===== src/cache_id_consts.svh =====
/*
  Constants for the cache identification register bank: coprocessor
  access codes, fixed field values, reset values and cache geometry.
  Assumes it is included once per compilation unit by its bare name.
*/
`ifndef CACHE_ID_CONSTS_SVH
`define CACHE_ID_CONSTS_SVH

`define CID_OP1_ID 3'h1
`define CID_OP1_SEL 3'h2
`define CID_CRN 4'h0
`define CID_CRM 4'h0
`define CID_OP2_GEOM 3'h0
`define CID_OP2_HIER 3'h1
`define CID_OP2_AUX 3'h7
`define CID_OP2_SEL 3'h0

`define CID_SUPPORT_ICACHE 4'h2
`define CID_SUPPORT_DCACHE 4'h7
`define CID_ASSOC_CODE 10'h003
`define CID_LINE_CODE 3'h1
`define CID_WAYS 4
`define CID_LINE_BYTES 32
`define CID_SETS_16K 15'h007F
`define CID_SETS_32K 15'h00FF
`define CID_SETS_64K 15'h01FF

`define CID_LEVEL_ONE 3'h1
`define CID_L1_SPLIT 3'h3
`define CID_NO_CACHE 3'h0
`define CID_AUX_VALUE 32'h0000_0000
`define CID_LEVEL_FIELD 3'h0
`define CID_SEL_RESET 1'b0
`define CID_RDATA_IDLE 32'h0000_0000

`endif


===== src/cache_id_pkg.sv =====
/*
  Types for the cache identification register bank: coprocessor request
  and answer carriers and the field layouts of the three registers.
  Assumes nothing beyond a SystemVerilog compiler.
*/
`default_nettype none
package cache_id_pkg;

  typedef struct packed {
    logic valid;
    logic write;
    logic priv;
    logic nonsecure;
    logic [2:0] opc1;
    logic [3:0] crn;
    logic [3:0] crm;
    logic [2:0] opc2;
    logic [31:0] wdata;
  } cp_req_t;

  typedef struct packed {
    logic ack;
    logic refused;
    logic [31:0] rdata;
  } cp_rsp_t;

  typedef struct packed {
    logic write_through_support;
    logic write_back_support;
    logic read_alloc_support;
    logic write_alloc_support;
    logic [14:0] set_count;
    logic [9:0] assoc_ways;
    logic [2:0] line_length;
  } geometry_t;

  typedef struct packed {
    logic [1:0] spare;
    logic [2:0] unification_level;
    logic [2:0] coherency_level;
    logic [2:0] inner_share_unify_level;
    logic [5:0][2:0] upper_level_type;
    logic [2:0] l1_type;
  } hierarchy_t;

  typedef struct packed {
    logic [27:0] spare;
    logic [2:0] level;
    logic icache_not_dcache;
  } picker_t;

endpackage
`default_nettype wire


===== src/cache_id_regs.sv =====
/*
  Cache identification register bank: geometry, hierarchy and auxiliary
  identification registers plus the banked cache picker register, all
  reached by coprocessor moves. Assumes the core presents one request
  per cycle at most and samples the registered answer one cycle later.
*/
`default_nettype none
`include "cache_id_consts.svh"

module cache_id_regs #(
  parameter int CACHE_SIZE_KB = 32
) (
  input wire logic clk_sys,
  input wire logic rst_n,
  input wire cache_id_pkg::cp_req_t cp_req,
  output var cache_id_pkg::cp_rsp_t cp_rsp
);

  localparam int SETS = CACHE_SIZE_KB * 1024 / (`CID_WAYS * `CID_LINE_BYTES);

  // Decode
  logic base_id;
  logic base_sel;
  logic hit_geom;
  logic hit_hier;
  logic hit_aux;
  logic hit_sel;
  logic mapped;
  logic ro_write;
  logic allowed;
  logic sel_wr;
  logic sec_wr;
  logic ns_wr;

  assign base_id = cp_req.opc1 == `CID_OP1_ID && cp_req.crn == `CID_CRN
                   && cp_req.crm == `CID_CRM;
  assign base_sel = cp_req.opc1 == `CID_OP1_SEL && cp_req.crn == `CID_CRN
                    && cp_req.crm == `CID_CRM;
  assign hit_geom = base_id && cp_req.opc2 == `CID_OP2_GEOM;
  assign hit_hier = base_id && cp_req.opc2 == `CID_OP2_HIER;
  assign hit_aux = base_id && cp_req.opc2 == `CID_OP2_AUX;
  assign hit_sel = base_sel && cp_req.opc2 == `CID_OP2_SEL;
  assign mapped = hit_geom || hit_hier || hit_aux || hit_sel;
  // The identification registers are read-only; a write to them is refused
  assign ro_write = cp_req.write && !hit_sel;
  assign allowed = cp_req.priv && mapped && !ro_write;
  assign sel_wr = cp_req.valid && allowed && cp_req.write && hit_sel;
  assign sec_wr = sel_wr && !cp_req.nonsecure;
  assign ns_wr = sel_wr && cp_req.nonsecure;

  // Banked picker copies
  logic sec_icache;
  logic ns_icache;
  logic cur_icache;

  cache_sel_bank u_sec_bank (
    .clk_sys(clk_sys),
    .rst_n(rst_n),
    .wr_en(sec_wr),
    .wr_bit(cp_req.wdata[0]),
    .icache_not_dcache(sec_icache)
  );

  cache_sel_bank u_ns_bank (
    .clk_sys(clk_sys),
    .rst_n(rst_n),
    .wr_en(ns_wr),
    .wr_bit(cp_req.wdata[0]),
    .icache_not_dcache(ns_icache)
  );

  // Each state sees only its own copy
  assign cur_icache = cp_req.nonsecure ? ns_icache : sec_icache;

  // Register contents
  cache_id_pkg::geometry_t geom;
  cache_id_pkg::hierarchy_t hier;
  cache_id_pkg::picker_t picker;

  always_comb begin
    geom = '0;
    // Support pattern follows the picker of the requesting state
    {geom.write_through_support, geom.write_back_support, geom.read_alloc_support,
     geom.write_alloc_support} = cur_icache ? `CID_SUPPORT_ICACHE
                                            : `CID_SUPPORT_DCACHE;
    // Both caches share one configured size
    geom.set_count = 15'(SETS - 1);
    geom.assoc_ways = `CID_ASSOC_CODE;
    geom.line_length = `CID_LINE_CODE;
  end

  always_comb begin
    hier = '0;
    hier.unification_level = `CID_LEVEL_ONE;
    hier.coherency_level = `CID_LEVEL_ONE;
    hier.inner_share_unify_level = `CID_LEVEL_ONE;
    for (int i = 0; i < 6; i++) begin
      hier.upper_level_type[i] = `CID_NO_CACHE;
    end
    hier.l1_type = `CID_L1_SPLIT;
  end

  always_comb begin
    picker = '0;
    // Only one cache level exists, so the level field never stores
    picker.level = `CID_LEVEL_FIELD;
    picker.icache_not_dcache = cur_icache;
  end

  // Read mux: hierarchy and auxiliary ignore the security state; geometry follows it
  logic [31:0] rdata_nxt;

  always_comb begin
    rdata_nxt = `CID_RDATA_IDLE;
    if (allowed && !cp_req.write) begin
      if (hit_geom) begin
        rdata_nxt = geom;
      end else if (hit_hier) begin
        rdata_nxt = hier;
      end else if (hit_aux) begin
        rdata_nxt = `CID_AUX_VALUE;
      end else if (hit_sel) begin
        rdata_nxt = picker;
      end else begin
        rdata_nxt = `CID_RDATA_IDLE;
      end
    end
  end

  // Answer, one cycle after the request
  logic ack_r;
  logic refused_r;
  logic [31:0] rdata_r;

  always_ff @(posedge clk_sys) begin
    if (!rst_n) begin
      ack_r <= 1'b0;
      refused_r <= 1'b0;
    end else begin
      ack_r <= cp_req.valid;
      refused_r <= cp_req.valid && !allowed;
    end
  end

  always_ff @(posedge clk_sys) begin
    if (!rst_n) begin
      rdata_r <= `CID_RDATA_IDLE;
    end else if (cp_req.valid) begin
      rdata_r <= rdata_nxt;
    end
  end

  assign cp_rsp.ack = ack_r;
  assign cp_rsp.refused = refused_r;
  assign cp_rsp.rdata = rdata_r;

  logic [14:0] sets_expect;
  always_comb begin
    case (CACHE_SIZE_KB)
      16: sets_expect = `CID_SETS_16K;
      32: sets_expect = `CID_SETS_32K;
      64: sets_expect = `CID_SETS_64K;
      default: sets_expect = 15'(SETS - 1);
    endcase
  end
endmodule // cache_id_regs
`default_nettype wire


===== src/cache_sel_bank.sv =====
/*
  One copy of the cache picker selection bit. The main bank keeps one
  instance per security state. Assumes the write strobe is already
  qualified by privilege, address and security state.
*/
`default_nettype none
`include "cache_id_consts.svh"

module cache_sel_bank (
  input wire logic clk_sys,
  input wire logic rst_n,
  input wire logic wr_en,
  input wire logic wr_bit,
  output logic icache_not_dcache
);

  logic sel_r;

  always_ff @(posedge clk_sys) begin
    if (!rst_n) begin
      sel_r <= `CID_SEL_RESET;
    end else if (wr_en) begin
      sel_r <= wr_bit;
    end
  end

  assign icache_not_dcache = sel_r;

endmodule // cache_sel_bank
`default_nettype wire

===== config.mk =====
export PLATFORM = sky130hd
export DESIGN_NAME = cache_id_regs
export DESIGN_NICKNAME = d
export VERILOG_FILES = /design/src/cache_id_pkg.sv /design/src/cache_id_regs.sv /design/src/cache_sel_bank.sv
export VERILOG_INCLUDE_DIRS = /design/src
export SDC_FILE = /design/constraint.sdc
export NUM_CORES = 1
export LEC_CHECK = 0
export BUFFER_PORTS_ARGS = -buffer_cell sky130_fd_sc_hd__buf_4
export CELL_PAD_IN_SITES_DETAIL_PLACEMENT = 0
export CELL_PAD_IN_SITES_GLOBAL_PLACEMENT = 1
export CORE_AREA = 2 2 60 62
export DETAILED_ROUTE_END_ITERATION = 6
export DIE_AREA = 0 0 62 64
export PLACE_DENSITY_LB_ADDON = 0.25
export SKIP_LAST_GASP = 1
export SYNTH_ARGS = -nofsm -noshare
export SYNTH_HDL_FRONTEND = slang
export SYNTH_SLANG_ARGS = --single-unit

===== constraint.sdc =====
create_clock -name clk_sys -period 3.4 [get_ports clk_sys]
set_input_delay 0.51 -clock clk_sys [delete_from_list [all_inputs] [get_ports clk_sys]]
set_output_delay 0.51 -clock clk_sys [all_outputs]
set_load 0.02 [all_outputs]

Word level (Yosys, flattened, before mapping):

Index checks and enable logic that the tools add are counted.

* register bits after elaboration: 36
* output and inout port bits: 34
* word-level logic and storage cells: 45

* equal/unequal tests: 4
* muxes and demuxes: 7
* reductions and logical operators: 29

Operators by type and width (number)
* $mux 31: 2
* $mux 28: 1
* $logic_and 1x1->1: 18
* $logic_not 4->1: 2
* $eq 3x1->1 const B: 2
* $logic_not 1->1: 5
* $eq 3x2->1 const B: 1
* $eq 3x3->1 const B: 1
* $logic_not 3->1: 1
* $logic_or 1x1->1: 3
* $mux 1: 3
* $mux 3: 1

Depth between registers and ports, before layout:

* depth after elaboration: 13
* depth in mapped cells: 4
* mapped depth without buffers: 4

Cells and area by module:

From an unflattened synthesis, not the netlist that was laid out.

* cell total of the unflattened synthesis: 76
* area, all modules: 624.3 um^2

By module, submodules not included
* cache_id_regs: instances 1, cells an instance 70, area each 551.8 um^2, seq. area each 120.1 um^2
* cache_sel_bank: instances 2, cells an instance 3, area each 36.3 um^2, seq. area each 20.0 um^2

Worst setup path after synthesis:

Ideal clock, no wire load.

* kind: input to register
* start: input port cp_req[37] (netlist bit)
* end: register rdata_r[29]
* setup time: 0.084 ns
* arrival: 1.616 ns
* setup slack: 1.700 ns
* stages on the path: 4
* cell sequence: nor4_2 nand4b_2 or4_4 o31ai_2

* longest elaborated chain between the ends: 10
* elaborated cells between the ends (all ways): 18
* classes of those cells: mux (2); reduce/logical (16)

RTL lines
* from (decl): line cache_id_regs.sv:15 `input wire cache_id_pkg::cp_req_t cp_req,`
* $logic_not 4->1 (no line) (*)
* $logic_and 1x1->1 (no line) (2 in a row)
* $logic_or 1x1->1 (3 in a row): line cache_id_regs.sv:43 `assign mapped = hit_geom || hit_hier || hit_aux || hit_sel;`
* $logic_and 1x1->1 (2 in a row): line cache_id_regs.sv:46 `assign allowed = cp_req.priv && mapped && !ro_write;`
* $logic_and 1x1->1: line cache_id_regs.sv:115 `if (allowed && !cp_req.write) begin`
* $mux 31 (*): line cache_id_regs.sv:115
* to (signal assigned): line cache_id_regs.sv:147 `` rdata_r <= `CID_RDATA_IDLE; ``
* to (signal assigned): line cache_id_regs.sv:149 `rdata_r <= rdata_nxt;`
* to (decl): line cache_id_regs.sv:133 `logic [31:0] rdata_r;`

Mark *: on every way between the ends. The rest lies on a longest branch, timed or not.
A chain may end at the register's enable or synchronous reset.

Worst setup path in the final report:

Same ends and word-level chain as after synthesis.

==> run metrics <==
status finished, final reports clean; critical path's top delay family simple AND/OR/NAND/NOR gates; Cell Area, Placed 821 µm²; cell depth of the worst hold path 2; CTS max path bufs 2; crit path capture type flop; hold bufs inserted after CTS 0; highest achievable clock rate around 0.6 GHz; remaining global-route overflow 0; Hold Crit Class reg -> reg; die width 62 µm; Synth Warn # 0; Final #Nets 157; Area growth syn-to-layout 31.9%; Setup WS post-layout 1.72 ns; CTS buffer count 3; Static Leak ~0.41 nW; Die Area 3970 µm²; Worst-path clk slew 0.05 ns; Finish-stage setup viols 0; fin crit share 0.494; core box area about 3300 µm²; Final min period 1.68 ns; critical path class in -> reg; Pwr Density 256 nW/µm²; hold_sp rdata_r[28]$_SDFFE_PN0P_; Yosys reg bits 8; PortBufs 40; Worst Path Required 3.57 ns; area leader, netlist buf_4; switching pwr 0.0606 mW; Mapped Cells 77; Worst Reg-to-Reg Cells 3; critical path, cell by cell buf_4 > nor4_2 > nand4b_2 > or4_4 > o31ai_2; instance count on the critical path 5; placer congestion estimate 0.733; CP max stage delay 0.50 ns; Synth top area share 0.352; Crit path arrival time 1.85 ns; Logic pwr share 0.227; peak supply drop 0.133 mV; total clock sinks 8; htree depth 1; Synth Area per Inst 8.30 µm²; Seq/Total Area, Yosys 0.250; Detailed Route Iter0 Violations 8; number of antenna violations at the first check in global routing 0; share of layout cells above drive strength 1 0.466; I/O Pins 86; TritonRoute pass-1 iters 2; Finished Core Util 0.257; Post-synth EDFFs 0; clock network fraction of design power 0.332; Filler cells 371; Pint ~0.16 mW; switching part of the total 0.280; Worst Path Buf+Inv 1; DRT antenna net count 0; Reg2Reg Setup Slack 2.30 ns; Clock Skew approximately 0.0019 ns; CTS tree done; post-synthesis cell type count 25; total wire length approximately 1.4 mm; clk_lat worst skew 0.25 ns; Cell Area, Synth between 600 and 700 µm²; critical path launch point type input pin; Worst path slowest cell or4_4; Rows 21; Post-CTS Setup Bufs 0; WL/cell 9.21 µm; unrepaired setup endpoints after global routing no; post-CTS sizing 0; final hold violations 0; reg2reg start u_ns_bank.icache_not_dcache$_SDFFE_PN0P_; All-Layer GR Usage 0.0702; DRC violations left 0; Post-synth top flop dfxtp_1; total number of vias 574; top cells by area, synth buf_4 (35%), dfxtp_1 (25%), nand2_1 (4.1%); Root Driver clkbuf_4; largest net degree at the start of global routing 13; antenna cells 0; post-route cell area 843 µm²; starting density of the core 0.195; Place WS 1.44 ns; final setup TNS 0 ns; Max Slew Vio Count 0; Setup crit start cp_req[37]; vias in the first global route 502; async set or reset register ratio after synthesis 0; Detailed Place HPWL 1.21 mm; Reg power frac 0.441; Max Cap Viol 0; Die Y 64 µm; crit-path max FO 6; first-pass GRT wire length between 2 and 2.5 mm; drt via density between 3 and 4
state kept, by name, summed over array words and instances, names as in the netlist:
register / count
ack_r: 1
rdata_r: 4
refused_r: 1
u_ns_bank.icache_not_dcache: 1
u_sec_bank.icache_not_dcache: 1
worst paths after layout:
| path | end |
|---|---|
| worst max-delay path | rdata_r[29]$_SDFFE_PN0P_ |
| worst min-delay path | rdata_r[28]$_SDFFE_PN0P_ |
| worst max register to register | rdata_r[28]$_SDFFE_PN0P_ |
| worst min register to register | rdata_r[28]$_SDFFE_PN0P_ |
per-stage QoR:
stage,std cells,hold WS [ns],power [mW]
floorplan,90,0.464,0.134
global placement,146,0.471,0.146
detailed placement,146,0.472,0.146
CTS,149,0.480,0.220
global route,149,0.481,0.230
finish,149,0.469,0.216
cells in the mapped netlist, types with 2 or more instances:
cell type and instances:
dfxtp_1 8, a21oi_1 2, nand3_1 3, buf_4 30
o21ai_1 2, inv_1 2, nand3b_1 2, nand2_1 7
o311ai_0 2, o41ai_1 3, nor3_1 2
power groups by stage:
stage | registers [mW] | logic [mW] | clock network [mW]
final | 0.0954 | 0.0490 | 0.0718
after global routing | 0.0956 | 0.0529 | 0.0818
after CTS | 0.0954 | 0.0490 | 0.0758
after detailed placement | 0.0975 | 0.0489 | 0
after global placement | 0.0975 | 0.0486 | 0
after floorplan | 0.0973 | 0.0368 | 0
final cells by class:
type                    instances  area (µm²)  share of cell area
clock buffers                   3        22.5              0.0267
inverters                       2        7.51             0.00890
multi-input cells              50         295               0.350
flip-flops and latches          8         160               0.190
well taps                      46        57.6              0.0682
repair buffers                 40         300               0.356
cell usage in the layout, fill, tap and decap left out, drive strengths merged, types with 2 or more instances in the layout:
master,instances
a21oi,2
nor3,2
nand3b,2
nor4,2
o41ai,3
o311ai,2
nand2,7
buf,40
nand3,3
o21ai,2
inv,2
conb,14
dfxtp,8
clkbuf,3
cells by family (layout without fill, tap and decap cells):
kind of cell,after synthesis,in the layout,share of synthesized area
muxes,1,1,0.0176
other,1,14,0.00587
AOI/OAI and AO/OA,12,12,0.143
buffers and inverters,32,45,0.364
and+or+nand+nor,23,23,0.219
DFF,8,8,0.250
worst reg2reg max path, cell delays in order (launching register included):
cell	delay [ns]
dfxtp_1	0.31
mux2_2	0.27
or3_1	0.34
o21ai_1	0.11
metal layers:
metal	part of all wire	vias up	global-route usage	wire [µm]
met5	0	-	0	0
met4	0	0	0	0
met3	0.12	0	0.0364	166
met2	0.50	36	0.122	686
met1	0.38	256	0.0794	520
li1	-	282	-	-
(Power assumes the default switching activity.)
